## src/inc/sdpp_pkg.sv

```systemverilog
// constants shared by the device end and the host end of the divider program port
// assumes one 25 MHz clock on both ends
package sdpp_pkg;

    // ----------------------------------------------------------------
    // frame layout
    // ----------------------------------------------------------------
    localparam int          FRAME_W = 14;
    localparam int          T_MSB   = 13;
    localparam int          T_LSB   = 11;
    localparam int          N_MSB   = 10;
    localparam int          N_LSB   = 9;
    localparam int          M_MSB   = 8;
    localparam logic [3:0]  LAST_BIT_IDX = 4'hd;

    // ----------------------------------------------------------------
    // pin bus positions inside the device synchroniser
    // ----------------------------------------------------------------
    localparam int PIN_W     = 15;
    localparam int PIN_PLOAD = 14;
    localparam int PIN_SLOAD = 13;
    localparam int PIN_SCLK  = 12;
    localparam int PIN_SDATA = 11;
    localparam int PIN_N_LSB = 9;

    // ----------------------------------------------------------------
    // codes and reset values
    // ----------------------------------------------------------------
    localparam logic [1:0] POST_DIV2  = 2'h0;
    localparam logic [1:0] POST_DIV4  = 2'h1;
    localparam logic [1:0] POST_DIV8  = 2'h2;
    localparam logic [1:0] POST_DIV1  = 2'h3;
    localparam logic [2:0] TEST_SHIFT = 3'h0;
    localparam logic [2:0] TEST_ONE   = 3'h1;
    localparam logic [2:0] TEST_REF16 = 3'h2;
    localparam logic [2:0] TEST_MCNT  = 3'h3;
    localparam logic [2:0] TEST_PAIR  = 3'h4;
    localparam logic [2:0] TEST_ZERO  = 3'h5;
    localparam logic [2:0] TEST_BYP   = 3'h6;
    localparam logic [2:0] TEST_PAIR4 = 3'h7;
    localparam logic [2:0] TEST_QUIET = 3'h0;
    localparam logic [8:0] FB_RST     = 9'h100;
    localparam logic [1:0] POST_RST   = 2'h0;
    localparam logic [6:0] REF_PRE    = 7'h08;

    // ----------------------------------------------------------------
    // timing
    // ----------------------------------------------------------------
    localparam int CLK_NS        = 40;
    localparam int T_PULSE_NS    = 50;
    localparam int T_SCLK_MIN_NS = 100;
    localparam logic [3:0] PULSE_CYC = 4'((T_PULSE_NS + CLK_NS - 1) / CLK_NS);
    localparam logic [3:0] HALF_CYC  = 4'((T_SCLK_MIN_NS / 2 + CLK_NS - 1) / CLK_NS);

    // ----------------------------------------------------------------
    // host register map
    // ----------------------------------------------------------------
    localparam int         ADDR_W     = 4;
    localparam logic [1:0] REG_CTRL   = 2'h0;
    localparam logic [1:0] REG_PAR    = 2'h1;
    localparam logic [1:0] REG_SER    = 2'h2;
    localparam logic [1:0] REG_STATUS = 2'h3;
    localparam int CTRL_PLOAD = 0;
    localparam int CTRL_START = 1;
    localparam int PAR_N_LSB  = 9;
    localparam logic [1:0] RESP_OKAY   = 2'h0;
    localparam logic [1:0] RESP_SLVERR = 2'h2;

    function automatic logic [6:0] sdpp_ratio(input logic [1:0] code);
        unique case (code)
            POST_DIV2: sdpp_ratio = 7'h02;
            POST_DIV4: sdpp_ratio = 7'h04;
            POST_DIV8: sdpp_ratio = 7'h08;
            POST_DIV1: sdpp_ratio = 7'h01;
        endcase
    endfunction : sdpp_ratio

endpackage : sdpp_pkg

```

## src/inc/sdpp_if.sv

```systemverilog
// configuration pins between the host end and the synthesizer end
// assumes both ends run on the same aclk
`timescale 1ns/100ps
`default_nettype none
interface sdpp_if;
    logic       p_load;
    logic       s_load;
    logic       s_clock;
    logic       s_data;
    logic [8:0] m_in;
    logic [1:0] n_in;
    logic       synth_output_pair_p;
    logic       synth_output_pair_n;
    logic       test_out;

    modport device (
        input  p_load, s_load, s_clock, s_data, m_in, n_in,
        output synth_output_pair_p, synth_output_pair_n, test_out
    );
    modport host (
        output p_load, s_load, s_clock, s_data, m_in, n_in,
        input  synth_output_pair_p, synth_output_pair_n, test_out
    );
endinterface : sdpp_if
`default_nettype wire

```

## src/hdl/sdpp_host.sv

```systemverilog
// host end: axi4-lite registers that drive the parallel and serial program pins
// assumes the device samples pins with its own synchroniser on aclk
//
// Our own choices: the register addresses and the AXI4-Lite interface to the registers.
`timescale 1ns/100ps
`default_nettype none
module sdpp_host
    import sdpp_pkg::*;
(
    input  wire logic              aclk,
    input  wire logic              aresetn,
    input  wire logic [ADDR_W-1:0] s_axi_awaddr,
    input  wire logic              s_axi_awvalid,
    output logic                   s_axi_awready,
    input  wire logic [31:0]       s_axi_wdata,
    input  wire logic [3:0]        s_axi_wstrb,
    input  wire logic              s_axi_wvalid,
    output logic                   s_axi_wready,
    output logic [1:0]             s_axi_bresp,
    output logic                   s_axi_bvalid,
    input  wire logic              s_axi_bready,
    input  wire logic [ADDR_W-1:0] s_axi_araddr,
    input  wire logic              s_axi_arvalid,
    output logic                   s_axi_arready,
    output logic [31:0]            s_axi_rdata,
    output logic [1:0]             s_axi_rresp,
    output logic                   s_axi_rvalid,
    input  wire logic              s_axi_rready,
    sdpp_if.host                   pins
);
    import sdpp_pkg::*;

    typedef enum logic [1:0] {
        SDPP_IDLE   = 2'b00,
        SDPP_CLK_LO = 2'b01,
        SDPP_CLK_HI = 2'b10,
        SDPP_LOAD   = 2'b11
    } sdpp_state_t;

    // ----------------------------------------------------------------
    // axi4-lite write
    // ----------------------------------------------------------------
    logic              aw_got;
    logic              w_got;
    logic [ADDR_W-1:0] aw_addr;
    logic [31:0]       w_data;
    logic [31:0]       w_mask;
    logic              do_write;
    logic              ctrl_pload;
    logic              start_req;
    logic [31:0]       par_reg;
    logic [31:0]       ser_reg;
    sdpp_state_t       state;

    assign s_axi_awready = ~aw_got;
    assign s_axi_wready  = ~w_got;
    assign do_write      = aw_got & w_got & ~s_axi_bvalid;

    always_ff @(posedge aclk) begin
        if (!aresetn) begin
            aw_got       <= 1'b0;
            w_got        <= 1'b0;
            aw_addr      <= '0;
            w_data       <= '0;
            w_mask       <= '0;
            s_axi_bvalid <= 1'b0;
            s_axi_bresp  <= RESP_OKAY;
        end else begin
            if (s_axi_awvalid && !aw_got) begin
                aw_got  <= 1'b1;
                aw_addr <= s_axi_awaddr;
            end
            if (s_axi_wvalid && !w_got) begin
                w_got  <= 1'b1;
                w_data <= s_axi_wdata;
                w_mask <= {{8{s_axi_wstrb[3]}}, {8{s_axi_wstrb[2]}},
                           {8{s_axi_wstrb[1]}}, {8{s_axi_wstrb[0]}}};
            end
            if (do_write) begin
                aw_got       <= 1'b0;
                w_got        <= 1'b0;
                s_axi_bvalid <= 1'b1;
                s_axi_bresp  <= (aw_addr[3:2] == REG_STATUS) ? RESP_SLVERR : RESP_OKAY;
            end else if (s_axi_bvalid && s_axi_bready) begin
                s_axi_bvalid <= 1'b0;
            end
        end
    end

    // writable fields are kept at their documented widths
    always_ff @(posedge aclk) begin
        if (!aresetn) begin
            ctrl_pload <= 1'b0;
            start_req  <= 1'b0;
            par_reg    <= '0;
            ser_reg    <= '0;
        end else begin
            start_req <= 1'b0;
            if (do_write && aw_addr[3:2] == REG_CTRL && w_mask[0]) begin
                ctrl_pload <= w_data[CTRL_PLOAD];
                // refuse a serial start unless the strobe is already high
                start_req  <= w_data[CTRL_START] & ctrl_pload;
            end
            if (do_write && aw_addr[3:2] == REG_PAR) begin
                par_reg <= ((par_reg & ~w_mask) | (w_data & w_mask)) & 32'h0000_07ff;
            end
            if (do_write && aw_addr[3:2] == REG_SER && state == SDPP_IDLE) begin
                ser_reg <= ((ser_reg & ~w_mask) | (w_data & w_mask)) & 32'h0000_3fff;
            end
        end
    end

    // ----------------------------------------------------------------
    // pin drive and serial sequencer
    // ----------------------------------------------------------------
    logic [3:0] timer;
    logic [3:0] bit_idx;

    always_ff @(posedge aclk) begin
        if (!aresetn) begin
            pins.p_load <= 1'b0;
            pins.m_in   <= '0;
            pins.n_in   <= '0;
        end else begin
            pins.p_load <= ctrl_pload;
            pins.m_in   <= par_reg[M_MSB:0];
            pins.n_in   <= par_reg[PAR_N_LSB+1:PAR_N_LSB];
        end
    end

    always_ff @(posedge aclk) begin
        if (!aresetn) begin
            state        <= SDPP_IDLE;
            timer        <= '0;
            bit_idx      <= '0;
            pins.s_clock <= 1'b0;
            pins.s_data  <= 1'b0;
            pins.s_load  <= 1'b0;
        end else if (timer != 4'h0) begin
            timer <= timer - 4'h1;
        end else begin
            unique case (state)
                SDPP_IDLE: begin
                    if (start_req) begin
                        state       <= SDPP_CLK_LO;
                        bit_idx     <= LAST_BIT_IDX;
                        pins.s_data <= ser_reg[T_MSB];
                        timer       <= HALF_CYC - 4'h1;
                    end
                end
                SDPP_CLK_LO: begin
                    state        <= SDPP_CLK_HI;
                    pins.s_clock <= 1'b1;
                    timer        <= HALF_CYC - 4'h1;
                end
                SDPP_CLK_HI: begin
                    pins.s_clock <= 1'b0;
                    timer        <= HALF_CYC - 4'h1;
                    if (bit_idx == 4'h0) begin
                        state       <= SDPP_LOAD;
                        pins.s_load <= 1'b1;
                        timer       <= PULSE_CYC - 4'h1;
                    end else begin
                        state       <= SDPP_CLK_LO;
                        bit_idx     <= bit_idx - 4'h1;
                        pins.s_data <= ser_reg[bit_idx - 4'h1];
                    end
                end
                SDPP_LOAD: begin
                    state       <= SDPP_IDLE;
                    pins.s_load <= 1'b0;
                end
            endcase
        end
    end

    // ----------------------------------------------------------------
    // axi4-lite read with pin status
    // ----------------------------------------------------------------
    logic [2:0] obs_s1;
    logic [2:0] obs_s2;

    always_ff @(posedge aclk) begin
        if (!aresetn) begin
            obs_s1 <= '0;
            obs_s2 <= '0;
        end else begin
            obs_s1 <= {pins.synth_output_pair_p, pins.test_out, 1'b0};
            obs_s2 <= obs_s1;
        end
    end

    assign s_axi_arready = ~s_axi_rvalid;

    always_ff @(posedge aclk) begin
        if (!aresetn) begin
            s_axi_rvalid <= 1'b0;
            s_axi_rdata  <= '0;
            s_axi_rresp  <= RESP_OKAY;
        end else if (s_axi_arvalid && !s_axi_rvalid) begin
            s_axi_rvalid <= 1'b1;
            s_axi_rresp  <= RESP_OKAY;
            unique case (s_axi_araddr[3:2])
                REG_CTRL:   s_axi_rdata <= {31'h0, ctrl_pload};
                REG_PAR:    s_axi_rdata <= par_reg;
                REG_SER:    s_axi_rdata <= ser_reg;
                REG_STATUS: s_axi_rdata <= {29'h0, obs_s2[2:1], state != SDPP_IDLE};
            endcase
        end else if (s_axi_rvalid && s_axi_rready) begin
            s_axi_rvalid <= 1'b0;
        end
    end

endmodule : sdpp_host
`default_nettype wire

```

## src/flat_wrapper.sv

```systemverilog
// flat-port wrapper written by rule: the top's interface ports become plain ports
module sdpp_host_flat import sdpp_pkg::*;
  (aclk, aresetn, s_axi_awaddr, s_axi_awvalid, s_axi_awready, s_axi_wdata, s_axi_wstrb, s_axi_wvalid, s_axi_wready, s_axi_bresp, s_axi_bvalid, s_axi_bready, s_axi_araddr, s_axi_arvalid, s_axi_arready, s_axi_rdata, s_axi_rresp, s_axi_rvalid, s_axi_rready, pins_p_load, pins_s_load, pins_s_clock, pins_s_data, pins_m_in, pins_n_in, pins_synth_output_pair_p, pins_synth_output_pair_n, pins_test_out);
  sdpp_if pins_i ();
  input  wire logic aclk;
  input  wire logic aresetn;
  input  wire logic [ADDR_W-1:0] s_axi_awaddr;
  input  wire logic s_axi_awvalid;
  output logic s_axi_awready;
  input  wire logic [31:0] s_axi_wdata;
  input  wire logic [3:0] s_axi_wstrb;
  input  wire logic s_axi_wvalid;
  output logic s_axi_wready;
  output logic [1:0] s_axi_bresp;
  output logic s_axi_bvalid;
  input  wire logic s_axi_bready;
  input  wire logic [ADDR_W-1:0] s_axi_araddr;
  input  wire logic s_axi_arvalid;
  output logic s_axi_arready;
  output logic [31:0] s_axi_rdata;
  output logic [1:0] s_axi_rresp;
  output logic s_axi_rvalid;
  input  wire logic s_axi_rready;
  output wire logic [$bits(pins_i.p_load)-1:0] pins_p_load;
  output wire logic [$bits(pins_i.s_load)-1:0] pins_s_load;
  output wire logic [$bits(pins_i.s_clock)-1:0] pins_s_clock;
  output wire logic [$bits(pins_i.s_data)-1:0] pins_s_data;
  output wire logic [$bits(pins_i.m_in)-1:0] pins_m_in;
  output wire logic [$bits(pins_i.n_in)-1:0] pins_n_in;
  input wire logic [$bits(pins_i.synth_output_pair_p)-1:0] pins_synth_output_pair_p;
  input wire logic [$bits(pins_i.synth_output_pair_n)-1:0] pins_synth_output_pair_n;
  input wire logic [$bits(pins_i.test_out)-1:0] pins_test_out;
  assign pins_p_load = pins_i.p_load;
  assign pins_s_load = pins_i.s_load;
  assign pins_s_clock = pins_i.s_clock;
  assign pins_s_data = pins_i.s_data;
  assign pins_m_in = pins_i.m_in;
  assign pins_n_in = pins_i.n_in;
  assign pins_i.synth_output_pair_p = pins_synth_output_pair_p;
  assign pins_i.synth_output_pair_n = pins_synth_output_pair_n;
  assign pins_i.test_out = pins_test_out;
  sdpp_host u_core (.aclk(aclk), .aresetn(aresetn), .s_axi_awaddr(s_axi_awaddr), .s_axi_awvalid(s_axi_awvalid), .s_axi_awready(s_axi_awready), .s_axi_wdata(s_axi_wdata), .s_axi_wstrb(s_axi_wstrb), .s_axi_wvalid(s_axi_wvalid), .s_axi_wready(s_axi_wready), .s_axi_bresp(s_axi_bresp), .s_axi_bvalid(s_axi_bvalid), .s_axi_bready(s_axi_bready), .s_axi_araddr(s_axi_araddr), .s_axi_arvalid(s_axi_arvalid), .s_axi_arready(s_axi_arready), .s_axi_rdata(s_axi_rdata), .s_axi_rresp(s_axi_rresp), .s_axi_rvalid(s_axi_rvalid), .s_axi_rready(s_axi_rready), .pins(pins_i));
endmodule
```

## config.mk

```make
export PLATFORM = sky130hd
export DESIGN_NAME = sdpp_host_flat
export DESIGN_NICKNAME = d
export VERILOG_FILES = /design/src/inc/sdpp_pkg.sv /design/src/inc/sdpp_if.sv /design/src/hdl/sdpp_host.sv /design/src/flat_wrapper.sv
export SDC_FILE = /design/constraint.sdc
export NUM_CORES = 1
export LEC_CHECK = 0
export BUFFER_PORTS_ARGS = -buffer_cell sky130_fd_sc_hd__buf_4
export CAP_MARGIN = 15
export CORE_AREA = 2 2 89 91
export DETAILED_ROUTE_END_ITERATION = 10
export DIE_AREA = 0 0 91 93
export HOLD_SLACK_MARGIN = 0.1
export MAX_ROUTING_LAYER = met4
export PLACE_DENSITY = 0.78
export SLEW_MARGIN = 0
export SYNTH_ARGS = -nofsm -noshare
export SYNTH_HDL_FRONTEND = slang
export SYNTH_SLANG_ARGS = --single-unit
```

## constraint.sdc

```tcl
create_clock -name aclk -period 2.5 [get_ports aclk]
set_input_delay 0.25 -clock aclk [delete_from_list [all_inputs] [get_ports aclk]]
set_output_delay 0.25 -clock aclk [all_outputs]
set_load 0.01 [all_outputs]
```

* Yosys cells after proc, flatten, opt, wreduce, memory -nomap -nowiden
Cells that the tools add are included.
Cells by class: add/sub/neg operators 2, multiply operators 0, div/mod/pow operators 0, order comparisons 1, eq/ne operators 13, shift operators 0, muxes and demuxes 23, bitwise gates (word level) 15, reductions and logical operators 33
Operators by type and width (number):
- one-hot mux 32 bit (4 select lines) | 1
- bitwise AND 14 bit | 2
- two-way mux 4 bit | 4
- one-hot mux 4 bit (2 select lines) | 2
- NOT 14 bit | 1
- bitwise OR 14 bit | 1
- equality test 2 bit, second input constant | 6
- nonzero test 2 bit | 6
- bitwise AND 11 bit | 1
- bitwise OR 11 bit | 1
- logical AND 1 bit | 10
- two-way mux 1 bit | 8
- one-hot mux 2 bit (4 select lines) | 1
- AND reduction 2 bit | 4
- subtractor 4 x 1 -> 4 bit, second input constant | 2
- equality test 2 x 1 -> 1 bit, second input constant | 3
- zero test 2 bit | 3
- < comparator 4 x 6 -> 1 bit, second input constant | 1
- two-way mux 2 bit | 3
- NOT 1 bit | 6
- one-hot mux 1 bit (2 select lines) | 3
- binary-select mux 1 bit (select 4 bit) | 1
- zero test 4 bit | 1
- != test 2 x 1 -> 1 bit, second input constant | 2
- other kinds (9) | 14
Word-level totals: bits in registers 123, bits in latches 0, bits in writable memories 0, bits in read-only memories 0, input port bits 54, output and inout bits 56, word-level logic and storage cells 112, memories kept 0

* Longest topological paths before layout
Gate-level depths: netlist (run 1).
depth in word-level cells 5, mapped depth 7, depth with buffers taken out 6

* Worst setup path before layout (run 1)
OpenSTA, ideal clock, no wires.
path type reg-to-reg, start register u_core.bit_idx[0], end register u_core.pins.s_data, setup time 116 ps, arrival time 1813 ps, path slack 571 ps, cell stages (with the launch flop) 8, period minus slack after synthesis 1929 ps, cell sequence dfxtp_1 buf_6 inv_1 ha_1 mux4_1 mux2_2 a221o_1 o211a_1
On the way: longest elaborated chain between the ends 5, elaborated cells between the ends (all ways) 8, classes of those cells add/sub: 1; eq/ne: 1; mux: 4; reduce/logical: 2
RTL lines:
- start, declared | line sdpp_host.sv:117 | logic [3:0] bit_idx;
- start signal, assigned | line sdpp_host.sv:165 | bit_idx <= bit_idx - 4'h1;
- subtractor 4 x 1 -> 4 bit | line sdpp_host.sv:166 | pins.s_data <= ser_reg[bit_idx - 4'h1];
- binary-select mux 1 bit (select 4 bit) | line sdpp_host.sv:166
- two-way mux 1 bit (not written as such) | line sdpp_host.sv:166
- two-way mux 1 bit | line sdpp_host.sv:159 | if (bit_idx == 4'h0) begin
- one-hot mux 1 bit (2 select lines) | line sdpp_host.sv:142 | unique case (state)
- end signal, assigned | line sdpp_host.sv:147 | pins.s_data <= ser_reg[T_MSB];
- end signal, assigned | line sdpp_host.sv:166
- end, declared | line sdpp_if.sv:21 | output p_load, s_load, s_clock, s_data, m_in, n_in,
Several ways; a longest one is shown, not always the timed one. The select of a mux whose other input is x is not followed. A chain may end at the register's enable or synchronous reset.

* Final worst setup path (run 1)
Same ends and word-level chain as after synthesis.

==> reports/summary.md, run 1 <==
The run finished with clean final reports. The tightest min-delay check is of the in -> reg type. Input and output buffers added on the ports amount to 63.

After the first detailed-routing iteration, the DRC count stood at 237. The initial utilization of the core area, before any placement, comes to 49.7%. The number of antenna-violating nets in the routed design was 0; the total clock buffers created by CTS was 9. The worst setup path is captured at a flip-flop. The register area came out at 0.00186 mm2. The utilization of the core after routing is 58.4%, and the length in cells of the worst reg-to-reg path is 6. The run gives 110 as the number of placed I/O pins. The number of gates resized after CTS was 0. The wire-length estimate of the detail-placed layout is 5560 um. The period utilization is 88.6%. Global routing finished with a remaining overflow of 0. Compared with the post-synthesis result, the final layout area differs by 17.6%. The routed design could run at a clock period as short as 2220 ps.

Synthesis produced 397 cells. The final net count came out at 512. Setup repair after global routing left no endpoint under its margin.

The end point of the most critical hold path was u_core.aw_got. The H-tree was split into 3 levels. In the global route stage, overall resource usage came out at 19.5%. The tools report the number of diodes as 0. Per report_power, the combinational group accounts for 14.3% of the total. The number of buffers and inverters on the critical path is 1, and the number of global-route vias before repair is 2771. On the critical path, the stage with the largest delay is an instance of sky130_fd_sc_hd__dfxtp_1. In this run the power density over the cells is 663 mW/mm2. In this run, synthesis inferred 0 flip-flops with an integrated enable. The final setup TNS was 0 ps. The setup slack on the worst flop-to-flop path is 280 ps. The layout filler cell count came out at 665.

The signal on the critical path passes through inv_1, ha_1, mux4_1, mux2_2, a221o_1, o211a_1. Summed over all nets, the switching power comes to 0.000776 W. The detailed router placed 2886 vias in this run. The worst slew slack as a fraction of its limit is 22.2%.

For the internal power component, the log shows 0.00214 W. The delay contributed by the slowest stage of the critical path works out to 480 ps. The proportion of layout cells with a drive suffix above 1 is 18.7%. In this run the static leakage power is 1.98 nW. TritonCTS built the clock tree. For this run, the top clock speed supported by timing is 451 MHz. Of the total power, the share spent switching nets is 26.6%. Routability-driven placement finished with a final weighted congestion of 0.916.

The CTS root buffer was sky130_fd_sc_hd__clkbuf_8. The sequential area share after synthesis was 49.8%; the critical path arrival was 2460 ps. IR analysis of the VDD net gives a maximum drop of 341 uV. From bottom edge to top edge, the die measures 93 um.

The number of warning messages in the yosys log was 0; the DRC violation count after routing was 0. The tools report the startpoint of the tightest hold check path as s_axi_awvalid. Clock-pin slew was measured on the worst setup and hold paths at 80 ps. The kind of start point of the critical path was a flip-flop. The logs give 49 for the distinct cell type count after synthesis and 0 for the number of maximum-capacitance constraint violations. The synthesized area per cell is 9.42 um2. Among cell families on the critical path, the largest total delay comes from multiplexers.

The initial antenna violation count was 0. Row generation in the floorplan step produced 32 rows. The most used flip-flop cell after synthesis is sky130_fd_sc_hd__dfxtp_1. Of the total power, registers draw 55.0%. In this run the deepest clock path goes through 2 buffers.

Setup violations remaining at the end of the flow were counted as 0. The floorplan step defined a die boundary enclosing 0.00846 mm2. The data required time of the critical path came out at 2750 ps. The later pin in the worst-skew pair is clocked with a latency of 350 ps. The critical path is of the reg -> reg type. The core outline area is 0.00753 mm2, and the pin count of the biggest net entering global routing is 39. Number of flip-flops and latches in the synthesized netlist: 93. After detailed routing, the number of vias per cell comes to 5.14. The worst setup skew after layout is 10.2 ps, and the number of instances on the worst hold path is 3. CTS sink count: 93. The share of total power dissipated in the clock network is 30.7%. In this run the critical register-to-register path is launched from u_core.bit_idx[0]. The worst-path maximum fanout came out at 6. The die outline width is 91 um, and the per-cell routed wire length is 13.8 um.

The first global-routing pass estimated 13000 um of wire. For the pin with the worst max-slew slack, the measured transition is 1170 ps. The first TritonRoute pass finished after 5 iterations. The synthesized cell area is 0.00374 mm2, and the share of synthesized flip-flops with an asynchronous set or reset is 0%.

The final layout contains routed wiring with a total length of 7740 um. The multi-input combinational cells in the finished layout cover a total of 0.00167 mm2. In this run the critical register-to-register path is captured at u_core.pins.s_data. The final max-slew violation count is 0, and the total count of hold-check failures in the final report is 0.
cell families (layout without fill, tap and decap cells):
| kind of cell | after synthesis | after routing | share of synthesized area (%) |
|---|---|---|---|
| and+or+nand+nor | 148 | 148 | 18.4 |
| muxes | 36 | 36 | 11.4 |
| xor gates and xnor gates | 2 | 2 | 0.468 |
| adders and majority gates | 4 | 4 | 1.34 |
| AOI/OAI and AO/OA | 61 | 61 | 11.0 |
| DFF | 93 | 93 | 49.8 |
| buffers and inverters | 52 | 94 | 7.56 |
| other | 1 | 21 | 0.100 |
worst reg2reg max path: cells and delay by family (launching register included):
family | cells | cell delay [ps]
mux | 2 | 600
compound gates | 2 | 520
flops | 1 | 480
fa+ha+maj | 1 | 380
buf+inv | 1 | 130
synthesized netlist by cell type, types with 4 or more instances:
library cell	instances	area [um2]
sky130_fd_sc_hd__nand2_1	42	158
sky130_fd_sc_hd__mux2i_1	29	290
sky130_fd_sc_hd__a221oi_1	10	87.6
sky130_fd_sc_hd__nor2b_1	5	31.3
sky130_fd_sc_hd__and2_1	17	106
sky130_fd_sc_hd__ha_1	4	50.1
sky130_fd_sc_hd__o21ai_0	4	20.0
sky130_fd_sc_hd__inv_1	10	37.5
sky130_fd_sc_hd__buf_4	21	158
sky130_fd_sc_hd__clkbuf_1	17	63.8
sky130_fd_sc_hd__nand3_1	5	25.0
sky130_fd_sc_hd__nor3_1	12	60.1
sky130_fd_sc_hd__nor2_1	52	195
sky130_fd_sc_hd__a21oi_1	26	130
sky130_fd_sc_hd__dfxtp_1	93	1860
placed cells by master (no fill, tap or decap), drive strengths merged, types with 2 or more instances in the layout:
cell type / n
nand3: 5
dfxtp: 93
buf: 66
and3: 2
nand2b: 2
clkinvlp: 2
mux4: 4
clkbuf: 13
a211oi: 3
nand4: 2
o21a: 3
nand2: 42
and3b: 2
mux2: 3
inv: 11
nor2: 52
o21ai: 4
and2: 17
conb: 21
nand3b: 2
ha: 4
a21oi: 26
a22oi: 3
a221oi: 10
a311oi: 2
nor2b: 5
mux2i: 29
nor3: 12
power by group through the flow:
stage	sequential, W	combinational, W	clock [W]
floorplan	0.00163	0.000311	0
global placement	0.00164	0.000403	0
detailed placement	0.00164	0.000412	0
CTS	0.00160	0.000417	0.000914
global route	0.00161	0.000469	0.000972
finish	0.00160	0.000418	0.000895
cell type report:
class	count	area share, %
clock buffers	13	3.61
clock inverters	3	0.455
inverters	11	0.939
multi-input cells	272	38.0
flip-flops and latches	93	42.3
well taps	102	2.90
repair buffers	67	11.8
how the worst max path moves through the flow:
stage                       from                 end  slack, ps  cells after the start
3_5_place_dp   u_core.bit_idx[0]  u_core.pins.s_data        320                      6
5_1_grt        u_core.bit_idx[0]  u_core.pins.s_data        190                      6
3_3_place_gp   u_core.bit_idx[0]  u_core.pins.s_data        400                      6
6_report       u_core.bit_idx[0]  u_core.pins.s_data        280                      6
2_1_floorplan  u_core.bit_idx[0]  u_core.pins.s_data        570                      7
4_1_cts        u_core.bit_idx[0]  u_core.pins.s_data        290                      6
repair_timing:
| action | in CTS | in global routing |
|---|---|---|
| hold buffers | 1 | 0 |
| setup buffers | 0 | 0 |
| hold endpoints to repair | 1 | 0 |
stage by stage:
stage                     instances  cell area, um2  total power (W)  setup WS [ps]  hold slack [ps]
after floorplan                 417            3820          0.00194            571              349
after global placement          544            4210          0.00204            397              421
after detailed placement        544            4210          0.00205            316              417
after CTS                       561            4400          0.00293            291              102
after global routing            561            4400          0.00305            191              114
final                           561            4400          0.00292            285              111
routing by layer:
metal	part of all wire, %	GRT usage (%)	vias to the layer above
met5	0	-	-
met4	1.6	7.70	0
met3	5.3	2.98	9
met2	50	32.8	87
met1	43	23.7	1350
li1	-	-	1440
Note: power is estimated with default switching activity, not from simulation.
==> inputs of run 2 (changes only) <==
Settings changed: CORE_AREA 2 2 89 91 to 2 2 73 110, DIE_AREA 0 0 91 93 to 0 0 75 112, PLACE_DENSITY 0.78 to 0.87.
==> run 2 against run 1 <==
Net effect:
- total power is 23% higher
- clock power grew 74%
- register-to-register slack worse by 20 ps
- highest routed layer unchanged
==> reports/summary.md, run 2 (synthesis results as in run 1) <==
The clock period minus worst slack is 2230 ps, and the transition at the pin with the smallest max-transition slack is 812 ps. For the depth of the CTS H-tree, the log shows 3. The period utilization works out to 89.2%. For this run, the detailed router's first-pass iteration total came to 4.

Traced cell by cell, the critical path runs through inv_1, ha_1, mux4_1, mux2_2, a221o_1, o211a_1. The met3 track utilization from global routing is 3.17%. The first global-routing pass estimated 13800 um of wire. Grouping stages by cell kind, the critical path spends the most delay in multiplexers.

Total count of hold-check failures in the final report: 0. Setup repair after global routing left no endpoint under its margin. The run finished with clean final reports. Max-cap violations in this run came to 0. The number of gates resized after CTS came out at 0. Setup violations remaining at the end of the flow were counted as 0. Global routing used 25.1% of the available met1 tracks. In this run the static leakage power is 2.07 nW. At the end of routability-driven placement, the weighted congestion stood at 0.909. The most used routing layer was met2. The critical path is of the reg -> reg type. The tools report the final net count as 514. Clock-pin slew was measured on the worst setup and hold paths at 60 ps. The worst pin sits at a relative slew slack of 45.8%.

TritonCTS built the clock tree. The post-route total power was 0.00359 W; the die extent in y was 112 um. The worst-path maximum fanout is 6, and the maximum resistive drop on vdd is 372 uV.

The final max-slew violation count is 0. The path class of the tightest hold or removal check is in -> reg. Row generation in the floorplan step produced 39 rows. The critical path arrival came out at 2460 ps.

Input and output buffers added on the ports amount to 63. The clock net in this run drives a total of 93 sinks. In this run the cell area measured after placement is 0.00421 mm2. The proportion of layout cells with a drive suffix above 1 was 19.5%.

Leaving out fill and tap cells, the most frequent cell in the layout is sky130_fd_sc_hd__dfxtp_1. Relative to the synthesized area, the layout overhead comes to 22.2%. The worst setup path is launched from a flip-flop. The first-iteration detailed-routing DRC count came out at 264.

0 antenna diodes ended up in the layout. The area of the die was 0.00840 mm2. The average via count per standard cell came out at 5.20. For the total overflow reported by the global router, the log shows 0.

Summed over all layers, the routed wires come to 8290 um. The power density relative to cell area is 785 mW/mm2, and the number of placed I/O pins is 110. The number of buffers and inverters on the critical path was 1. The worst setup path is captured at a flip-flop.

The DRC violation count after routing came out at 0. For this configuration, the core starts out at a cell density of 50.1%. For the final routed database, the setup TNS stands at 0 ps.

For this run, the top clock speed supported by timing is 448 MHz. The core outline area was 0.00747 mm2. After detailed routing, the average wire length per cell comes to 14.7 um. Counting the fill cells in the layout gives 637. Counting the buffers created by CTS gives 9. The root buffer cell chosen for the clock tree is sky130_fd_sc_hd__clkbuf_16.

Including well taps, the total number of placed cells is 546. In the global route stage, overall resource usage came out at 21.8%. Excluding fillers, the count of instances in the completed layout stands at 563.

Clock skew on the completed layout was measured at 3.72 ps. The floorplan step set the die width to 75 um. The initial antenna violation count is 0.

In the global route stage, met2 resource usage came out at 36.4%. For the clock latency reported for the late side of the worst-skew pair, the log shows 340 ps. Among all stages on the critical path, the largest delay is contributed by sky130_fd_sc_hd__dfxtp_1. The pin count of the biggest net entering global routing is 48, and the data required time of the critical path is 2730 ps. The utilization of the core after routing came out at 61.2%.

In this run the remaining antenna-violating nets after routing total 0. The number of global-route vias before repair came out at 2874. For the setup slack on the worst flop-to-flop path, the log shows 270 ps. In the layout the commonest cells are sky130_fd_sc_hd__dfxtp_1, sky130_fd_sc_hd__buf_4, sky130_fd_sc_hd__nor2_1.

The final design area excluding fillers came out at 0.00457 mm2. The largest buffer count on any clock path is 2, and the overall via count from detail_route is 2928. The delay contributed by the slowest stage of the critical path was 490 ps; the final HPWL from detailed placement was 5890 um.
## run 2: cell count changes in the layout (fill, tap and decap cells not counted)
cell,change
sky130_fd_sc_hd__clkbuf_16,+9
sky130_fd_sc_hd__buf_12,-1
sky130_fd_sc_hd__clkbuf_1,-2
sky130_fd_sc_hd__clkbuf_8,-10
sky130_fd_sc_hd__bufinv_16,+3
sky130_fd_sc_hd__buf_4,+3
## run 2: worst register-to-register path, stage by stage (launching register included)
cell and delay (ps):
sky130_fd_sc_hd__dfxtp_1 490, sky130_fd_sc_hd__inv_1 130, sky130_fd_sc_hd__ha_1 380, sky130_fd_sc_hd__mux4_1 310
sky130_fd_sc_hd__mux2_2 290, sky130_fd_sc_hd__a221o_1 320, sky130_fd_sc_hd__o211a_1 200
## run 2: area by class of cell
cell class / instances / area, um2 / share of cell area (%)
clock buffer: 10 / 239 / 5.23
clock inverter: 6 / 110 / 2.41
inverter: 11 / 41.3 / 0.903
multi-input combinational: 272 / 1670 / 36.6
sequential: 93 / 1860 / 40.7
tap: 102 / 128 / 2.79
timing repair buffer: 69 / 520 / 11.4
## run 2: through the flow
stage	hold slack (ps)	setup WS (ps)
5_1_grt	118	199
2_1_floorplan	349	571
3_5_place_dp	423	290
6_report	118	270
3_3_place_gp	422	331
4_1_cts	110	275
## run 2: routing by layer
layer	part of all wire, %	vias to the layer above
met4	1.7	0
met1	40	1371
met3	4.7	12
met5	0	-
li1	-	1445
met2	54	100
## run 2: path summary, 6_finish.rpt
| path | startpoint | endpoint | depth (start not counted) |
|---|---|---|---|
| max reg2reg | u_core.bit_idx[0] | u_core.pins.s_data | 6 |
| min reg2reg | u_core.obs_s1[2] | u_core.obs_s2[2] | 1 |
| max | u_core.bit_idx[0] | u_core.pins.s_data | 6 |
| min | pins_test_out | u_core.obs_s1[1] | 2 |
## run 2: report_power, final
part,leakage (nW),switching (W),total (W),internal (W)
clock network,0.165,0.000555,0.00156,0.00100
logic,1.15,0.000238,0.000422,0.000184
registers,0.756,0.0000653,0.00161,0.00154
total,2.07,0.000858,0.00359,0.00273
## run 2: repair_timing
item / CTS / global route
hold buffers: 1 / 0
setup buffers: 0 / 0
endpoints found under the hold margin: 1 / 0
